--- src/verilog/sac_pkg.sv ---
// Package: register map, field layout and timing constants of the converter control
package sac_pkg;
  // Register offsets on the plain register port
  localparam logic [3:0] MODE_OFS      = 4'h0;
  localparam logic [3:0] CHAN_OFS      = 4'h1;
  localparam logic [3:0] RESW_OFS      = 4'h2;
  localparam logic [3:0] RESH_OFS      = 4'h3;
  localparam logic [3:0] CMPM_OFS      = 4'h4;
  localparam logic [3:0] THR_OFS       = 4'h5;
  localparam logic [3:0] STAT_OFS      = 4'h6;
  // Mode register fields
  localparam int RUN_BIT    = 7;
  localparam int BOOST_BIT  = 6;
  localparam int FR_LSB     = 3;
  // Compare mode fields
  localparam int CEN_BIT    = 7;
  localparam int CPOL_BIT   = 0;
  // Reset values
  localparam logic [7:0] MODE_RST = 8'h00;
  localparam logic [7:0] CHAN_RST = 8'h00;
  localparam logic [7:0] CMPM_RST = 8'h00;
  localparam logic [7:0] THR_RST  = 8'h00;
  localparam logic [9:0] RES_RST  = 10'h000;
  // Masks of writable bits
  localparam logic [7:0] MODE_MASK = 8'hf8;
  localparam logic [7:0] CHAN_MASK = 8'h0f;
  localparam logic [7:0] CMPM_MASK = 8'h81;
  // Result geometry
  localparam int RES_W   = 10;
  localparam int MSB_IDX = 9;
  localparam logic [5:0] RESW_PAD = 6'h00;
  // Timing: sample clocks and total conversion clocks, per conv_time_sel code
  localparam logic [8:0] SAMP_T0 = 9'h028;
  localparam logic [8:0] SAMP_T1 = 9'h020;
  localparam logic [8:0] SAMP_T2 = 9'h018;
  localparam logic [8:0] SAMP_T4 = 9'h014;
  localparam logic [8:0] SAMP_T5 = 9'h010;
  localparam logic [8:0] SAMP_T6 = 9'h00c;
  localparam logic [8:0] CONV_T0 = 9'h120;
  localparam logic [8:0] CONV_T1 = 9'h0f0;
  localparam logic [8:0] CONV_T2 = 9'h0c0;
  localparam logic [8:0] CONV_T4 = 9'h090;
  localparam logic [8:0] CONV_T5 = 9'h078;
  localparam logic [8:0] CONV_T6 = 9'h060;
  localparam logic [8:0] CNT_ONE = 9'h001;
  localparam logic [8:0] CNT_ZERO = 9'h000;
  // Number of approximation steps divides the remaining time
  localparam int STEPS = 10;

  typedef enum {SAC_IDLE, SAC_SAMPLE, SAC_STEP} sac_state_t;

  // Register port request
  typedef struct packed {
    logic       wr;
    logic       rd;
    logic [3:0] addr;
    logic [7:0] wdata;
  } sac_req_t;

  // Analog side request: tap, channel, hold
  typedef struct packed {
    logic       sample;
    logic [3:0] channel;
    logic [9:0] tap;
  } sac_ana_t;
endpackage

--- src/verilog/sac_core.sv ---
// Converter control: register port, sample/approximate sequencer, compare gate
// How it works
// An 8-bit threshold compared against the high result byte when compare is on.
// Reset clears the threshold to zero.
// Threshold reads and writes as a whole byte.
// Software waits for the booster to settle before setting run.
// Run set: sample channel for a fixed time, then hold through approximation.
// First step sets bit 9 at half tap; kept if input >= tap.
// Later steps try next bit with tap from decided bits; kept if input >= tap.
// Steps continue one bit each until bit 0 is decided.
// After ten bits, copy to result and raise done pulse, compare gated.
// While run stays set, a new conversion starts right after storing.
// Clearing run aborts at once, no partial result stored.
// Mode, channel, threshold or compare writes during conversion restart it.
// In the other variant software avoids such writes during conversion.
// Compare off: done pulse after every conversion.
// Compare on, polarity 0: pulse only when high byte >= threshold.
// Compare on, polarity 1: pulse only when high byte < threshold.
// Result overwritten by every conversion regardless of the pulse.
// Channel change takes effect on the following conversion.
// Without booster, software discards the first result.
// To stop, software clears run then the booster.
// Standby halts conversion activity.
// Word view has result in upper ten bits; byte view the upper eight.
// Four-bit channel field, resets to zero, upper bits read zero.
// Mode or channel write at conversion end wins: no store, no pulse.
// Sample and steps paced by clock counters matching conversion time; step remainder dropped, so totals fall 4 to 8 clocks short.
`timescale 1ns/100ps
module sac_core
  import sac_pkg::*;
(
  input  wire logic            clk_in,        // Main clock, 25 MHz
  input  wire logic            resetn_in,     // Sync reset, low
  input  wire logic [3:0]      addr_in,       // Register address
  input  wire logic [7:0]      wdata_in,      // Write data
  input  wire logic            wr_in,         // Write strobe
  input  wire logic            rd_in,         // Read strobe
  output logic [7:0]           rdata_out,     // Read data, cycle after strobe
  input  wire logic            standby_in,    // Device in standby
  input  wire logic            cmp_above_in,  // Held input at or above tap
  output sac_pkg::sac_ana_t    ana_out,       // Sample, channel, tap
  output logic                 boost_out,     // Reference booster enable
  output logic                 done_irq_out   // Conversion done pulse
);
  import sac_pkg::*;

  typedef struct packed {
    sac_state_t  fsm;
    logic [7:0]  mode;
    logic [7:0]  chan;
    logic [7:0]  cmpm;
    logic [7:0]  thr;
    logic [9:0]  approx;
    logic [9:0]  trial;
    logic [9:0]  result;
    logic        irq;
    logic [7:0]  rdata;
    sac_ana_t    ana;
    logic        boost;
  } sac_st_t;

  sac_st_t    st;
  sac_st_t    next_st;
  sac_req_t   req;
  logic [8:0] samp_len;
  logic [8:0] step_len;
  logic [8:0] conv_len;
  logic [8:0] tmr_len;
  logic       tmr_load;
  logic       tmr_done;
  logic [7:0] res_hi;
  logic       cfg_wr;
  logic       mc_wr;
  logic       cmp_ok;
  logic       last_step;
  logic [9:0] kept;

  assign req = '{wr: wr_in, rd: rd_in, addr: addr_in, wdata: wdata_in};

  // Sample time and total conversion time from the time-select field
  always_comb
  begin
    case (st.mode[FR_LSB +: 3])
      3'h0:    begin samp_len = SAMP_T0; conv_len = CONV_T0; end
      3'h1:    begin samp_len = SAMP_T1; conv_len = CONV_T1; end
      3'h2:    begin samp_len = SAMP_T2; conv_len = CONV_T2; end
      3'h4:    begin samp_len = SAMP_T4; conv_len = CONV_T4; end
      3'h5:    begin samp_len = SAMP_T5; conv_len = CONV_T5; end
      3'h6:    begin samp_len = SAMP_T6; conv_len = CONV_T6; end
      default: begin samp_len = SAMP_T0; conv_len = CONV_T0; end
    endcase
  end

  // Steps share what is left after sampling; remainder is dropped
  assign step_len = 9'((conv_len - samp_len) / 9'(STEPS));

  // Writes that restart or cancel a running conversion
  assign cfg_wr = req.wr && (req.addr == MODE_OFS || req.addr == CHAN_OFS
                  || req.addr == CMPM_OFS || req.addr == THR_OFS);
  assign mc_wr  = req.wr && (req.addr == MODE_OFS || req.addr == CHAN_OFS);

  // Bit decision of the current step; last step when trial is bit 0
  assign kept      = cmp_above_in ? st.approx : (st.approx & ~st.trial);
  assign last_step = st.trial[0];
  assign res_hi    = kept[MSB_IDX -: 8];
  // Compare gate on the new high byte
  always_comb
  begin
    if (!st.cmpm[CEN_BIT])
    begin
      cmp_ok = 1'b1;
    end
    else if (!st.cmpm[CPOL_BIT])
    begin
      cmp_ok = (res_hi >= st.thr);
    end
    else
    begin
      cmp_ok = (res_hi < st.thr);
    end
  end

  // Sequencer, register writes and read mux
  always_comb
  begin
    next_st  = st;
    tmr_load = 1'b0;
    tmr_len  = samp_len;
    next_st.irq = 1'b0;
    next_st.rdata = 8'h00;
    // Register writes, whole bytes only
    if (req.wr)
    begin
      case (req.addr)
        MODE_OFS: next_st.mode = req.wdata & MODE_MASK;
        CHAN_OFS: next_st.chan = req.wdata & CHAN_MASK;
        CMPM_OFS: next_st.cmpm = req.wdata & CMPM_MASK;
        THR_OFS:  next_st.thr  = req.wdata;
        default:  ;
      endcase
    end
    // Sequencer
    case (st.fsm)
      SAC_IDLE:
      begin
        if (next_st.mode[RUN_BIT] && !standby_in)
        begin
          next_st.fsm = SAC_SAMPLE;
          tmr_load = 1'b1;
        end
      end
      SAC_SAMPLE:
      begin
        if (!next_st.mode[RUN_BIT] || standby_in)
        begin
          next_st.fsm = SAC_IDLE;
        end
        else if (cfg_wr)
        begin
          tmr_load = 1'b1;
        end
        else if (tmr_done)
        begin
          next_st.fsm    = SAC_STEP;
          next_st.approx = 10'h200;
          next_st.trial  = 10'h200;
          tmr_load = 1'b1;
          tmr_len  = step_len;
        end
      end
      SAC_STEP:
      begin
        if (!next_st.mode[RUN_BIT] || standby_in)
        begin
          next_st.fsm = SAC_IDLE;
        end
        else if (cfg_wr)
        begin
          next_st.fsm = SAC_SAMPLE;
          tmr_load = 1'b1;
        end
        else if (tmr_done)
        begin
          if (last_step)
          begin
            next_st.result = kept;
            next_st.irq    = cmp_ok;
            next_st.fsm    = SAC_SAMPLE;
            tmr_load = 1'b1;
          end
          else
          begin
            next_st.approx = kept | (st.trial >> 1);
            next_st.trial  = st.trial >> 1;
            tmr_load = 1'b1;
            tmr_len  = step_len;
          end
        end
      end
      default: next_st.fsm = SAC_IDLE;
    endcase
    // Analog controls follow the next state
    next_st.ana.sample  = (next_st.fsm == SAC_SAMPLE);
    next_st.ana.channel = next_st.chan[3:0];
    next_st.ana.tap     = next_st.approx;
    next_st.boost       = next_st.mode[BOOST_BIT];
    // Read data, one cycle later
    if (req.rd)
    begin
      case (req.addr)
        MODE_OFS: next_st.rdata = st.mode;
        CHAN_OFS: next_st.rdata = st.chan;
        RESW_OFS: next_st.rdata = {st.result[1:0], RESW_PAD};
        RESH_OFS: next_st.rdata = st.result[MSB_IDX -: 8];
        CMPM_OFS: next_st.rdata = st.cmpm;
        THR_OFS:  next_st.rdata = st.thr;
        STAT_OFS: next_st.rdata = {6'h00, (st.fsm == SAC_STEP),
                                   (st.fsm == SAC_SAMPLE)};
        default:  next_st.rdata = 8'h00;
      endcase
    end
  end

  always_ff @(posedge clk_in)
  begin
    if (!resetn_in)
    begin
      st      <= '0;
      st.fsm  <= SAC_IDLE;
      st.mode <= MODE_RST;
      st.chan <= CHAN_RST;
      st.cmpm <= CMPM_RST;
      st.thr  <= THR_RST;
      st.result <= RES_RST;
    end
    else
    begin
      st <= next_st;
    end
  end

  sac_timer u_timer (
    .clk_in    (clk_in),
    .resetn_in (resetn_in),
    .load_in   (tmr_load),
    .len_in    (tmr_len),
    .done_out  (tmr_done)
  );

  assign rdata_out    = st.rdata;
  assign ana_out      = st.ana;
  assign boost_out    = st.boost;
  assign done_irq_out = st.irq;

  // Helper: was a conversion storing its result last cycle
  logic fin_q;
  always_ff @(posedge clk_in)
  begin
    if (!resetn_in)
    begin
      fin_q <= 1'b0;
    end
    else
    begin
      fin_q <= (st.fsm == SAC_STEP) && tmr_done && last_step && !cfg_wr
               && next_st.mode[RUN_BIT] && !standby_in;
    end
  end
endmodule

--- src/verilog/sac_timer.sv ---
// Down-counter that paces the sample interval and each approximation step
`timescale 1ns/100ps
module sac_timer
  import sac_pkg::*;
(
  input  wire logic       clk_in,     // Main clock
  input  wire logic       resetn_in,  // Sync reset, low
  input  wire logic       load_in,    // Load a new interval
  input  wire logic [8:0] len_in,     // Interval in clocks
  output logic            done_out    // Interval has run out
);
  typedef struct packed {
    logic [8:0] cnt;
    logic       done;
  } sac_tmr_t;
  sac_tmr_t st;
  sac_tmr_t next_st;

  // Count down; done is high while the count rests at one
  always_comb
  begin
    next_st = st;
    if (load_in)
    begin
      next_st.cnt = len_in;
    end
    else if (st.cnt > CNT_ONE)
    begin
      next_st.cnt = st.cnt - CNT_ONE;
    end
    next_st.done = !load_in && (next_st.cnt <= CNT_ONE);
  end

  always_ff @(posedge clk_in)
  begin
    if (!resetn_in)
    begin
      st <= '0;
    end
    else
    begin
      st <= next_st;
    end
  end

  assign done_out = st.done;
endmodule

--- config.mk ---
export PLATFORM = sky130hd
export DESIGN_NAME = sac_core
export DESIGN_NICKNAME = d
export VERILOG_FILES = /design/src/verilog/sac_pkg.sv /design/src/verilog/sac_core.sv /design/src/verilog/sac_timer.sv
export SDC_FILE = /design/constraint.sdc
export NUM_CORES = 1
export LEC_CHECK = 0
export ABC_CLOCK_PERIOD_IN_PS = 5450
export BUFFER_PORTS_ARGS = -buffer_cell sky130_fd_sc_hd__clkbuf_2
export CORE_ASPECT_RATIO = 1.1
export CORE_MARGIN = 4
export CORE_UTILIZATION = 32
export DETAILED_ROUTE_END_ITERATION = 10
export GPL_ROUTABILITY_DRIVEN = 0
export PLACE_DENSITY = 0.58
export SETUP_SLACK_MARGIN = 0.05
export SYNTH_ARGS = -nofsm -noshare
export SYNTH_HDL_FRONTEND = slang
export SYNTH_SLANG_ARGS = --single-unit
--- constraint.sdc ---
create_clock -name clk_in -period 5.45 [get_ports clk_in]
set_clock_uncertainty 0.2 [all_clocks]
set_input_delay 0.545 -clock clk_in [delete_from_list [all_inputs] [get_ports clk_in]]
set_output_delay 0.545 -clock clk_in [all_outputs]
set_load 0.01 [all_outputs]
---- After elaboration in Yosys (flattened, before gate mapping) ----
Index checks and enable logic that the tools add are counted.
W data, S select, Z words.
storage, ports and cells
  word-level logic and storage cells ...... 122
  input port bits ......................... 18
  output and inout port bits .............. 25
  register bits after elaboration ......... 102
  memories ................................ 0
  RAM bits ................................ 0
  bits in latches ......................... 0
  bits in read-only memories .............. 0
cells by class
  multipliers ............................. 0
  equal/unequal tests ..................... 23
  bitwise gates (word level) .............. 9
  $lt $le $gt $ge ......................... 4
  shift operators ......................... 0
  add/sub/neg operators ................... 2
  reductions and logical operators ........ 23
  divide/modulo/power cells ............... 1
  multiplexer cells ....................... 44
operator list
  operator               count
  $mux W32               9
  $eq A32 B2 Y1 const B  3
  $pmux W32 S3           1
  $mux W31               3
  $mux W9                9
  $mux W20               4
  $pmux W8 S7            1
  $pmux W9 S5            1
  $pmux W20 S2           1
  $eq A32 B1 Y1 const B  1
  $eq A32 B3 Y1 const B  1
  $logic_not A32 Y1      1
  $pmux W6 S5            1
  $mux W8                3
  $pmux W9 S2            1
  $eq A4 B3 Y1 const B   3
  $mux W11               1
  $and A10 B10 Y10       1
  $mux W10               1
  $ne A2 B2 Y1 const B   5
  $not A10 Y10           1
  $or A10 B9 Y10         1
  $reduce_and A2 Y1      5
  $div A9 B4 Y9 const B  1
  other kinds (26)       47

---- Longest topological paths before layout ----
Gate-level depths: netlist of run 1.
  depth after elaboration ................. 12
  mapped depth ............................ 26
  mapped depth without buffers ............ 21

---- By module ----
A second synthesis of run 1 with hierarchy kept.
second synthesis, totals
  cell total of the unflattened synthesis .. 662
  area total of the unflattened synthesis .. 5486.5 µm²
modules (own cells, without submodules)
  module     times used  seq. area each (µm²)  cells an instance  area each (µm²)
  sac_core   1           1821.7                585                4844.6
  sac_timer  1           200.2                 77                 641.9

---- Worst setup path after synthesis of run 1 ----
No wires, ideal clock.
  kind .................................... reg2reg
  from .................................... register st[82] (netlist bit)
  to ...................................... register u_timer.st[1] (netlist bit)
  period minus slack after synthesis ...... 4.959 ns
  buffers on the path ..................... 4
  stages on the path, launching flop included .. 25
  setup time .............................. 0.116 ns
  required time ........................... 5.134 ns
  path slack .............................. 0.491 ns
  arrival ................................. 4.642 ns
  path through ............................ dfxtp_1 > buf_2 > inv_1 > ha_1 > buf_2 > o21ai_0 > o21ai_0 > nand2_1 > ha_1 > buf_2 > a211oi_2 > nand4_1 > o211a_1 > mux2_4 > and4_4 > o31a_1 > and2_1 > buf_4 > xnor2_2 > ha_1 > a211oi_1 > mux2_2 > nor4b_1 > o221a_1 > o21ai_1
on the way
  longest elaborated chain between the ends .. 10
  elaborated cells between the ends (all ways) .. 18
  those cells by class .................... add/sub: 1; div: 1; eq/ne: 5; mux: 11
RTL lines
  what                                        line             RTL
  start: declaration                          sac_core.sv:62   sac_st_t st;
  start signal: assignment                    sac_core.sv:238  st <= next_st;
  $eq A3 B3 Y1, or another cell as far along  sac_core.sv:83   case (st.mode[FR_LSB +: 3])
  $pmux W6 S5 or $pmux W9 S5 (tied branches)  sac_core.sv:83
  $sub A9 B9 Y9 (*)                           sac_core.sv:95   assign step_len = 9'((conv_len - samp_len) / 9'(STEPS));
  $div A9 B4 Y9 (*)                           sac_core.sv:95
  $mux W9                                     sac_core.sv:184  if (last_step)
  $mux W9                                     sac_core.sv:182  else if (tmr_done)
  $mux W9                                     sac_core.sv:177  else if (cfg_wr)
  $mux W9                                     sac_core.sv:173  if (!next_st.mode[RUN_BIT] || standby_in)
  $pmux W9 S2 (*)                             sac_core.sv:143  case (st.fsm)
  $mux W9 (*)                                 sac_timer.sv:23  if (load_in)
  end signal: assignment                      sac_timer.sv:42  st <= next_st;
  end: declaration                            sac_timer.sv:16  sac_tmr_t st;
Mark *: on every way between the ends. The rest lies on a longest branch, timed or not.
A chain may end at the register's enable or synchronous reset.

---- Final worst setup path of run 1 ----
Ends and elaborated chain as after synthesis.

==> results.sh, run 1 <==
export IMPL_cts_root_buf="clkbuf_16"
export IMPL_final_core_util_pct=36.9
export IMPL_dp_cells=923
export IMPL_wirelength_um=12900
export IMPL_synth_seq_area_share_pct=36.0
export IMPL_synthToLayoutAreaGrowth_pct=12.6
export IMPL_cap_viol_max_count=0
export IMPL_crit_required_ps=5490
export IMPL_io_pins=43
export IMPL_synth_flop_cell="dfxtp_1"
export IMPL_cts_hold_fix_buffers=0
export IMPL_slowest_stage="dfxtp_1"
export IMPL_synth_common_cells="101 x dfxtp_1, 60 x nand2_1, 43 x o21ai_0"
export IMPL_internal_power_mw=1.33
export IMPL_initialDrtViolationCount=359
export IMPL_fin_cells=939
export IMPL_synth_seq_cells=101
export IMPL_start_util_pct=32.8
export IMPL_fmaxAchievable_mhz=202
export IMPL_synth_most_common_cell="dfxtp_1"
export IMPL_vias=4651
export IMPL_p_leak_nw=2.48
export IMPL_chipWidth_um=134
export IMPL_grt_max_degree=33
export IMPL_grt_pass1_vias=4445
export IMPL_post_route_min_period_ps=4960
export IMPL_r2r_end="u_timer.st[1]"
export IMPL_cts_clk_slew_worst_paths_ps=70
export IMPL_final_setup_tns_ps=0
export IMPL_netlist_instances=660
export IMPL_status="completed"
export IMPL_crit_type="reg2reg"
export IMPL_max_slew_margin_pct=51.9
export IMPL_drv_slew=0
export IMPL_antenna_found_initial=0
export IMPL_r2r_cells=20
export IMPL_die_h_um=147
export IMPL_critPathMaxFanout=9
export IMPL_die_area_um2=19800
export IMPL_min_path_cells=2
export IMPL_ctsHtreeMaxLevel=3
export IMPL_holdPathEnd="st[87]"
export IMPL_pwr_share_seq_pct=43.6
export IMPL_rsz0062_at_grt="no"
export IMPL_hpwl_um=9810
export IMPL_finish_net_count=739
export IMPL_hold_viol_final=0
export IMPL_synth_top_cell_area_share_pct=36.0
export IMPL_end_kind="register"
export IMPL_r2r_start="st[82]"
export IMPL_synthTopCellsByArea="dfxtp_1 36%, ha_1 4.7%, nand2_1 4.0%"
export IMPL_swShare_pct=28.7
export IMPL_worstMarginPinSlew_ps=721
export IMPL_synth_cell_types=75
export IMPL_arrival_ps=5000
export IMPL_switching_power_mw=0.536
export IMPL_combinationalPowerShare_pct=20.4
export IMPL_rows=50
export IMPL_cts_buffers=9
export IMPL_cts_tree="built"
export IMPL_drc=0
export IMPL_path_cells="inv_1 -> ha_1 -> o21ai_0 -> o21ai_0 -> nand2_1 -> ha_1 -> a211oi_2 -> nand4_1 -> o211a_1 -> mux2_4 -> a211oi_2 -> o31a_1 -> and2_1 -> xnor2_2 -> ha_1 -> a211oi_1 -> mux2_2 -> nor4b_1 -> o221a_1 -> o21ai_1"
export IMPL_viasPerCell=4.95
export IMPL_p_clk_share_pct=36.0
export IMPL_overflow=0
export IMPL_ys_warn_count=0
export IMPL_min_delay_path_class="in2reg"
export IMPL_worstSkewPairLatency_ps=350
export IMPL_wire_per_inst_um=13.8
export IMPL_clk_path_buf_depth=2
export IMPL_fin_crit_sh_pct=91.0
export IMPL_track_usage_pct=13.4
export IMPL_min_delay_start="standby_in"
export IMPL_setup_viol=0
export IMPL_first_pass_iters=5
export IMPL_antenna_cells=0
export IMPL_synth_edff_count=0
export IMPL_drive_gt1_share_pct=13.8
export IMPL_r2r_slack_ps=490
export IMPL_async_flop_share_pct=0
export IMPL_core_um2=17100
export IMPL_cts_sink_count=101
export IMPL_crit_start="st[82]"
export IMPL_syn_cell_area_um2=5620
export IMPL_io_buffer_count=42
export IMPL_synth_top_area_cell="dfxtp_1"
export IMPL_start_kind="register"
export IMPL_power_density_nw_per_um2=295
export IMPL_slowest_delay_ps=460
export IMPL_avgSynthCellArea_um2=8.52
export IMPL_ant_nets=0
export IMPL_grt_pass1_wl_um=21900
export IMPL_ir_drop_v=0.000148
export IMPL_crit_top_cell="ha_1"
## timing repair
action	4_1_cts	5_1_grt
setup endpoints to repair	0	1
setup buffers	0	0
gates resized for setup	0	2
## cells in the final DEF (no fill, tap or decap), types with 5 or more instances in the layout
cell type	instances
a31oi_1	7
clkbuf_2	42
o211ai_1	6
o21a_1	5
nand2b_1	8
xor2_1	6
nand4_1	6
a21oi_1	21
nand3_1	25
nand2_1	60
nor2b_1	34
and2_1	12
or3_1	7
a22oi_1	16
mux2i_1	17
buf_4	14
dfxtp_1	101
a21boi_0	29
conb_1	30
a21o_1	5
a211oi_1	6
ha_1	20
nor2_1	37
clkbuf_16	9
nor3_1	7
o21ai_0	43
inv_1	25
nor4_1	10
xnor2_1	7
## power groups by stage
| stage | logic, mW | registers [mW] | clock network [mW] |
|---|---|---|---|
| floorplan | 0.310 | 0.822 | 0 |
| finish | 0.382 | 0.813 | 0.672 |
| global route | 0.440 | 0.820 | 0.724 |
| global placement | 0.382 | 0.830 | 0 |
| detailed placement | 0.381 | 0.830 | 0 |
| CTS | 0.385 | 0.813 | 0.697 |
## worst max path at each step
| stage | to | cells past startpoint |
|---|---|---|
| floorplan | u_timer.st[1] | 24 |
| global placement | u_timer.st[1] | 20 |
| detailed placement | u_timer.st[1] | 20 |
| CTS | u_timer.st[1] | 20 |
| global route | u_timer.st[1] | 20 |
| finish | u_timer.st[1] | 20 |
## metrics by stage
stage                     area [um2]  total power [mW]  hold WS (ps)  worst slack [ps]
after floorplan                 5730              1.13           234               491
final                           6330              1.87           213               491
after global placement          6010              1.21           264               569
after detailed placement        6010              1.21           272               464
after CTS                       6320              1.90           204               442
after global routing            6330              1.98           215              80.5
## registers in the layout (all words and copies together), names as in the netlist
signal and cells:
st 70, u_timer.done_out 1, rdata_out 8, done_irq_out 1
last_step 1, ana_out 11, u_timer.st 9
## final cells by class
type	instances	area [um2]
Clock buffer	10	239
Multi-Input combinational cell	507	3290
Inverter	25	93.8
Fill cell	1802	10800
Sequential cell	101	2020
Tap cell	234	293
Timing Repair Buffer	56	315
Clock inverter	6	75.1
## critical path: cells and delay by family (launching register included)
family / cells / cell delay, ps
adders and majority gates: 3 / 870
and+or+nand+nor: 4 / 680
xor gates and xnor gates: 1 / 170
AOI/OAI and AO/OA: 9 / 1700
muxes: 2 / 600
buffers and inverters: 1 / 160
DFF: 1 / 460
## logic make-up (layout without fill, tap and decap cells)
group | count (synthesis) | in the layout | synth area share (%)
AOI/OAI and AO/OA | 180 | 180 | 22.3
DFF | 101 | 101 | 36.0
and+or+nand+nor | 240 | 240 | 22.9
adders and majority gates | 21 | 21 | 4.67
buffers and inverters | 81 | 97 | 7.54
other | 1 | 30 | 0.0667
xor gates and xnor gates | 15 | 15 | 2.60
muxes | 21 | 21 | 3.89
## metal layers
metal | share of wire (%) | up-vias | GRT usage, %
li1 | - | 2394 | -
met3 | 4.0 | 23 | 2.95
met4 | 2.3 | 0 | 5.19
met1 | 48 | 2139 | 17.6
met2 | 46 | 95 | 21.7
met5 | 0 | - | 0
Note: power is estimated with default switching activity, not from simulation.
==> run 2, diff against run 1 <==
--- a/config.mk
+++ b/config.mk
@@ -8,4 +8,5 @@
 export ABC_CLOCK_PERIOD_IN_PS = 5450
 export BUFFER_PORTS_ARGS = -buffer_cell sky130_fd_sc_hd__clkbuf_2
+export CAP_MARGIN = 20
 export CORE_ASPECT_RATIO = 1.1
 export CORE_MARGIN = 4
==> constraint.sdc (replaced) <==
create_clock -name clk_in -period 5.45 [get_ports clk_in]
set_clock_uncertainty 0.2 [all_clocks]
set_input_delay 0 -clock clk_in [delete_from_list [all_inputs] [get_ports clk_in]]
set_output_delay 0 -clock clk_in [all_outputs]
set_load 0.01 [all_outputs]
==> results.sh, run 2 (synthesis results as in run 1) <==
export IMPL_fin_crit_sh_pct=90.0
export IMPL_drv_slew=0
export IMPL_overflow=0
export IMPL_die_area_um2=19800
export IMPL_hold_viol_final=0
export IMPL_final_core_util_pct=37.9
export IMPL_placedInstanceArea_um2=6000
export IMPL_rsz0062_at_grt="no"
export IMPL_initialDrtViolationCount=286
export IMPL_die_h_um=147
export IMPL_highest_layer="met4"
export IMPL_first_pass_iters=4
export IMPL_start_kind="register"
export IMPL_finish_net_count=753
export IMPL_track_usage_pct=13.4
export IMPL_worstSkewPairLatency_ps=350
export IMPL_cap_viol_max_count=0
export IMPL_cts_buffers=9
export IMPL_largest_register="st"
export IMPL_finalInstanceArea_um2=6500
export IMPL_hpwl_um=9740
export IMPL_power_total_mw=1.86
export IMPL_fin_hold_ws_ps=19.5
export IMPL_viasPerCell=4.96
export IMPL_antenna_cells=0
export IMPL_rows=50
export IMPL_clk_path_buf_depth=2
export IMPL_fmaxAchievable_mhz=204
export IMPL_io_pins=43
export IMPL_post_route_min_period_ps=4910
export IMPL_chipWidth_um=134
export IMPL_final_cell_mix="100 x dfxtp_1, 60 x nand2_1, 43 x o21ai_0"
export IMPL_power_density_nw_per_um2=286
export IMPL_drc=0
export IMPL_fillers=1804
export IMPL_synthToLayoutAreaGrowth_pct=15.6
export IMPL_drive_gt1_share_pct=13.9
export IMPL_p_leak_nw=2.55
export IMPL_cts_sink_count=101
export IMPL_layout_commonest_cell="dfxtp_1"
export IMPL_wl_met2_um=6170
export IMPL_max_slew_margin_pct=29.9
export IMPL_min_delay_path_class="in2reg"
export IMPL_vias=4726
export IMPL_end_kind="register"
export IMPL_final_setup_tns_ps=0
export IMPL_antenna_found_initial=0
export IMPL_wl_met3_um=353
export IMPL_setup_viol=0
export IMPL_core_um2=17100
export IMPL_start_util_pct=32.8
export IMPL_cts_tree="built"
export IMPL_wire_per_inst_um=13.8
export IMPL_io_buffer_count=42
export IMPL_largest_register_ffs=70
export IMPL_cts_root_buf="clkbuf_16"
export IMPL_crit_type="reg2reg"
export IMPL_ctsHtreeMaxLevel=3
export IMPL_grt_pass1_wl_um=22000
export IMPL_critPathMaxFanout=14
export IMPL_grt_max_degree=58
export IMPL_arrival_ps=4940
export IMPL_status="completed"
export IMPL_drt_met1_wl_um=6450
export IMPL_cts_clk_slew_worst_paths_ps=80
export IMPL_worstMarginPinSlew_ps=1050
export IMPL_grt_pass1_vias=4494
export IMPL_ant_nets=0
export IMPL_crit_required_ps=5490
export IMPL_ir_drop_v=0.000135
export IMPL_wirelength_um=13200
-- run 2: final timing paths --
| kind | start | end | slack, ps | cells after the start |
|---|---|---|---|---|
| worst min register to register | ana_out[5] | ana_out[5] | 280 | 2 |
| worst min-delay path | resetn_in | u_timer.st[6] | 20 | 3 |
| worst max-delay path | st[83] | u_timer.st[1] | 540 | 19 |
| worst max register to register | st[83] | u_timer.st[1] | 540 | 19 |
-- run 2: repair_timing --
item,in CTS,in global routing
resized for setup,0,8
endpoints found under the setup margin,0,1
hold buffers,14,0
buffers inserted,0,0
endpoints found under the hold margin,34,0
-- run 2: worst max-delay path: stages (launching register included) --
cell and delay, ps:
dfxtp_1 370, buf_4 210, nor2b_1 320, nor2_1 160
a21oi_1 180, ha_1 350, a211oi_2 320, nand4_1 130
o211a_1 160, mux2_4 320, and4_4 210, o31a_1 310
and2_1 200, xnor2_2 230, ha_1 240, a211oi_1 70
mux2_2 280, nor4b_1 250, o221a_1 230, o21ai_1 60
-- run 2: area by class of cell --
cell class	instances	area, um2	area share [%]
Multi-Input combinational cell	507	3320	51.1
Sequential cell	101	2020	31.1
Timing Repair Buffer	70	455	7.01
Tap cell	234	293	4.50
Clock buffer	9	225	3.46
Inverter	25	93.8	1.44
Clock inverter	7	86.3	1.33
-- run 2: layer usage --
layer  up-vias  track usage, %
li1       2421               -
met1      2221            18.1
met2        69            21.7
met3        15            2.23
met4         0            4.12
met5         -               0
-- run 2: through the flow --
step | std cells | worst slack [ps]
after floorplan | 689 | 491
after global placement | 922 | 544
after detailed placement | 922 | 435
after CTS | 952 | 428
after global routing | 953 | 55.4
final | 953 | 545
-- run 2: power breakdown --
part           internal (mW)  switching, mW  total (mW)  leakage [nW]
combinational          0.180          0.212       0.392          1.57
sequential             0.779         0.0331       0.812         0.827
clock                  0.331          0.321       0.652         0.151
==> run 3, diff against run 2 <==
GPL_TIMING_DRIVEN = 0   (was not set)
==> results.sh, run 3 (synthesis results as in run 1) <==
export IMPL_status="completed"
export IMPL_slowest_delay_ps=390
export IMPL_start_util_pct=32.8
export IMPL_finalInstanceArea_um2=6850
export IMPL_cts_tree="built"
export IMPL_chipWidth_um=134
export IMPL_cap_viol_max_count=0
export IMPL_synthToLayoutAreaGrowth_pct=21.9
export IMPL_worstSkewPairLatency_ps=350
export IMPL_hpwl_um=10500
export IMPL_io_buffer_count=41
export IMPL_antenna_cells=0
export IMPL_start_kind="register"
export IMPL_power_density_nw_per_um2=272
export IMPL_vias=4942
export IMPL_ant_nets=0
export IMPL_overflow=0
export IMPL_dp_cells=964
export IMPL_hold_viol_final=0
export IMPL_drc=0
export IMPL_io_pins=43
export IMPL_initialDrtViolationCount=385
export IMPL_p_leak_nw=2.72
export IMPL_crit_required_ps=5490
export IMPL_critPathMaxFanout=10
export IMPL_track_usage_pct=14.3
export IMPL_worstMarginPinSlew_ps=640
export IMPL_crit_type="reg2reg"
export IMPL_min_path_cells=4
export IMPL_holdPathEnd="rdata_out[0]"
export IMPL_r2r_start="st[82]"
export IMPL_wirelength_um=14000
export IMPL_drive_gt1_share_pct=16.9
export IMPL_min_delay_start="addr_in[2]"
export IMPL_grt_max_degree=18
export IMPL_ir_drop_v=0.000162
export IMPL_r2r_end="u_timer.st[1]"
export IMPL_arrival_ps=5220
export IMPL_final_cell_mix="100 x dfxtp_1, 60 x nand2_1, 42 x o21ai_0, 42 x clkbuf_2, 37 x nor2_1"
export IMPL_setup_viol=0
export IMPL_grt_pass1_vias=4678
export IMPL_cts_clk_slew_worst_paths_ps=70
export IMPL_finish_net_count=804
export IMPL_fin_cells=1004
export IMPL_slowest_stage="dfxtp_1"
export IMPL_viasPerCell=4.92
export IMPL_grt_pass1_wl_um=23200
export IMPL_ctsHtreeMaxLevel=3
export IMPL_antenna_found_initial=0
export IMPL_largest_register="st"
export IMPL_cts_sink_count=101
export IMPL_fmaxAchievable_mhz=193
export IMPL_cts_root_buf="clkbuf_16"
export IMPL_fin_crit_sh_pct=95.1
export IMPL_r2r_cells=23
export IMPL_path_cells="buf_2 -> inv_2 -> ha_1 -> o21ai_0 -> o21ai_0 -> nand2_1 -> ha_1 -> buf_6 -> a211oi_4 -> nand4_1 -> o211a_1 -> mux2_4 -> and4_4 -> o31a_1 -> and2_1 -> buf_4 -> xnor2_4 -> ha_4 -> a211oi_1 -> mux2_2 -> nor4b_2 -> o221a_1 -> o21ai_1"
export IMPL_clk_path_buf_depth=2
export IMPL_die_area_um2=19800
export IMPL_min_delay_path_class="in2reg"
export IMPL_end_kind="register"
export IMPL_rsz0062_at_grt="no"
export IMPL_layout_commonest_cell="dfxtp_1"
export IMPL_cp_depth=23
export IMPL_power_total_mw=1.86
export IMPL_cts_buffers=9
export IMPL_r2r_slack_ps=270
export IMPL_rows=50
export IMPL_core_um2=17100
export IMPL_first_pass_iters=5
export IMPL_critical_path_top_delay_family="compound AO/OA/AOI/OAI gates"
export IMPL_critPathBufInv=4
export IMPL_max_slew_margin_pct=57.0
export IMPL_wire_per_inst_um=14.0
export IMPL_largest_register_ffs=70
export IMPL_die_h_um=147
export IMPL_placedInstanceArea_um2=6230
export IMPL_post_route_min_period_ps=5180
export IMPL_drv_slew=0
-- run 3: cell count changes in the layout (fill, tap and decap cells not counted), moves of 2 or more --
cell,change
clkbuf_1,+24
buf_4,+19
buf_2,+3
buf_6,+3
clkinv_8,-2
clkinvlp_4,+2
inv_1,-2
-- run 3: worst register-to-register path, delay by kind of cell (launching register included) --
kind / cells / cell delay (ps)
XOR/XNOR: 1 / 250
flip-flops: 1 / 390
adder cells (fa/ha/maj): 3 / 710
multiplexers: 2 / 610
buffers and inverters: 4 / 710
AO/OA/AOI/OAI: 8 / 1380
AND/OR/NAND/NOR: 5 / 830
-- run 3: per-layer routing --
metal  routed length (um)  vias up  global-route usage [%]
met3                  398       20                    2.47
met5                    0        -                       0
met1                 6580     2318                    18.7
li1                     -     2518                       -
met2                 6770       86                    24.4
met4                  270        0                    3.72
-- run 3: final cells by class --
type	count	area, um2
fill	1797	10300
multi-input combinational	507	3370
sequential	101	2030
timing repair buffer	66	428
buffer	55	338
tap	234	293
clock buffer	10	229
inverter	25	97.6
clock inverter	6	68.8
-- run 3: what timing repair did --
item,CTS,global route
endpoints found under the hold margin,39,0
endpoints found under the setup margin,1,3
pin swaps,1,9
buffers inserted,0,9
hold buffers,15,0
cloned,0,0
resized for setup,7,15
-- run 3: power breakdown --
part	leakage, nW	total (mW)	internal [mW]	switching, mW
Clock	0.144	0.645	0.360	0.285
Combinational	1.75	0.406	0.187	0.219
Sequential	0.828	0.813	0.779	0.0341
Total	2.72	1.86	1.33	0.538
-- run 3: worst max-delay path by stage --
stage / startpoint / to / slack [ps]
after global placement: st[82] / u_timer.st[1] / -230
after detailed placement: st[82] / u_timer.st[1] / -240
after CTS: st[83] / u_timer.st[1] / 50
after global routing: st[84] / u_timer.st[1] / 50
final: st[82] / u_timer.st[1] / 270
after floorplan: st[82] / u_timer.st[1] / 490
-- run 3: through the flow --
stage | setup TNS [ps] | setup WS, ps | hold WS, ps | util, %
2_1_floorplan | 0 | 491 | -121 | -
3_3_place_gp | -232 | -232 | 27.0 | 36.3
3_5_place_dp | -244 | -244 | 26.0 | 36.3
4_1_cts | 0 | 53.2 | 31.2 | 39.2
5_1_grt | 0 | 45.3 | 91.1 | 40.0
6_report | 0 | 268 | 43.1 | 40.0
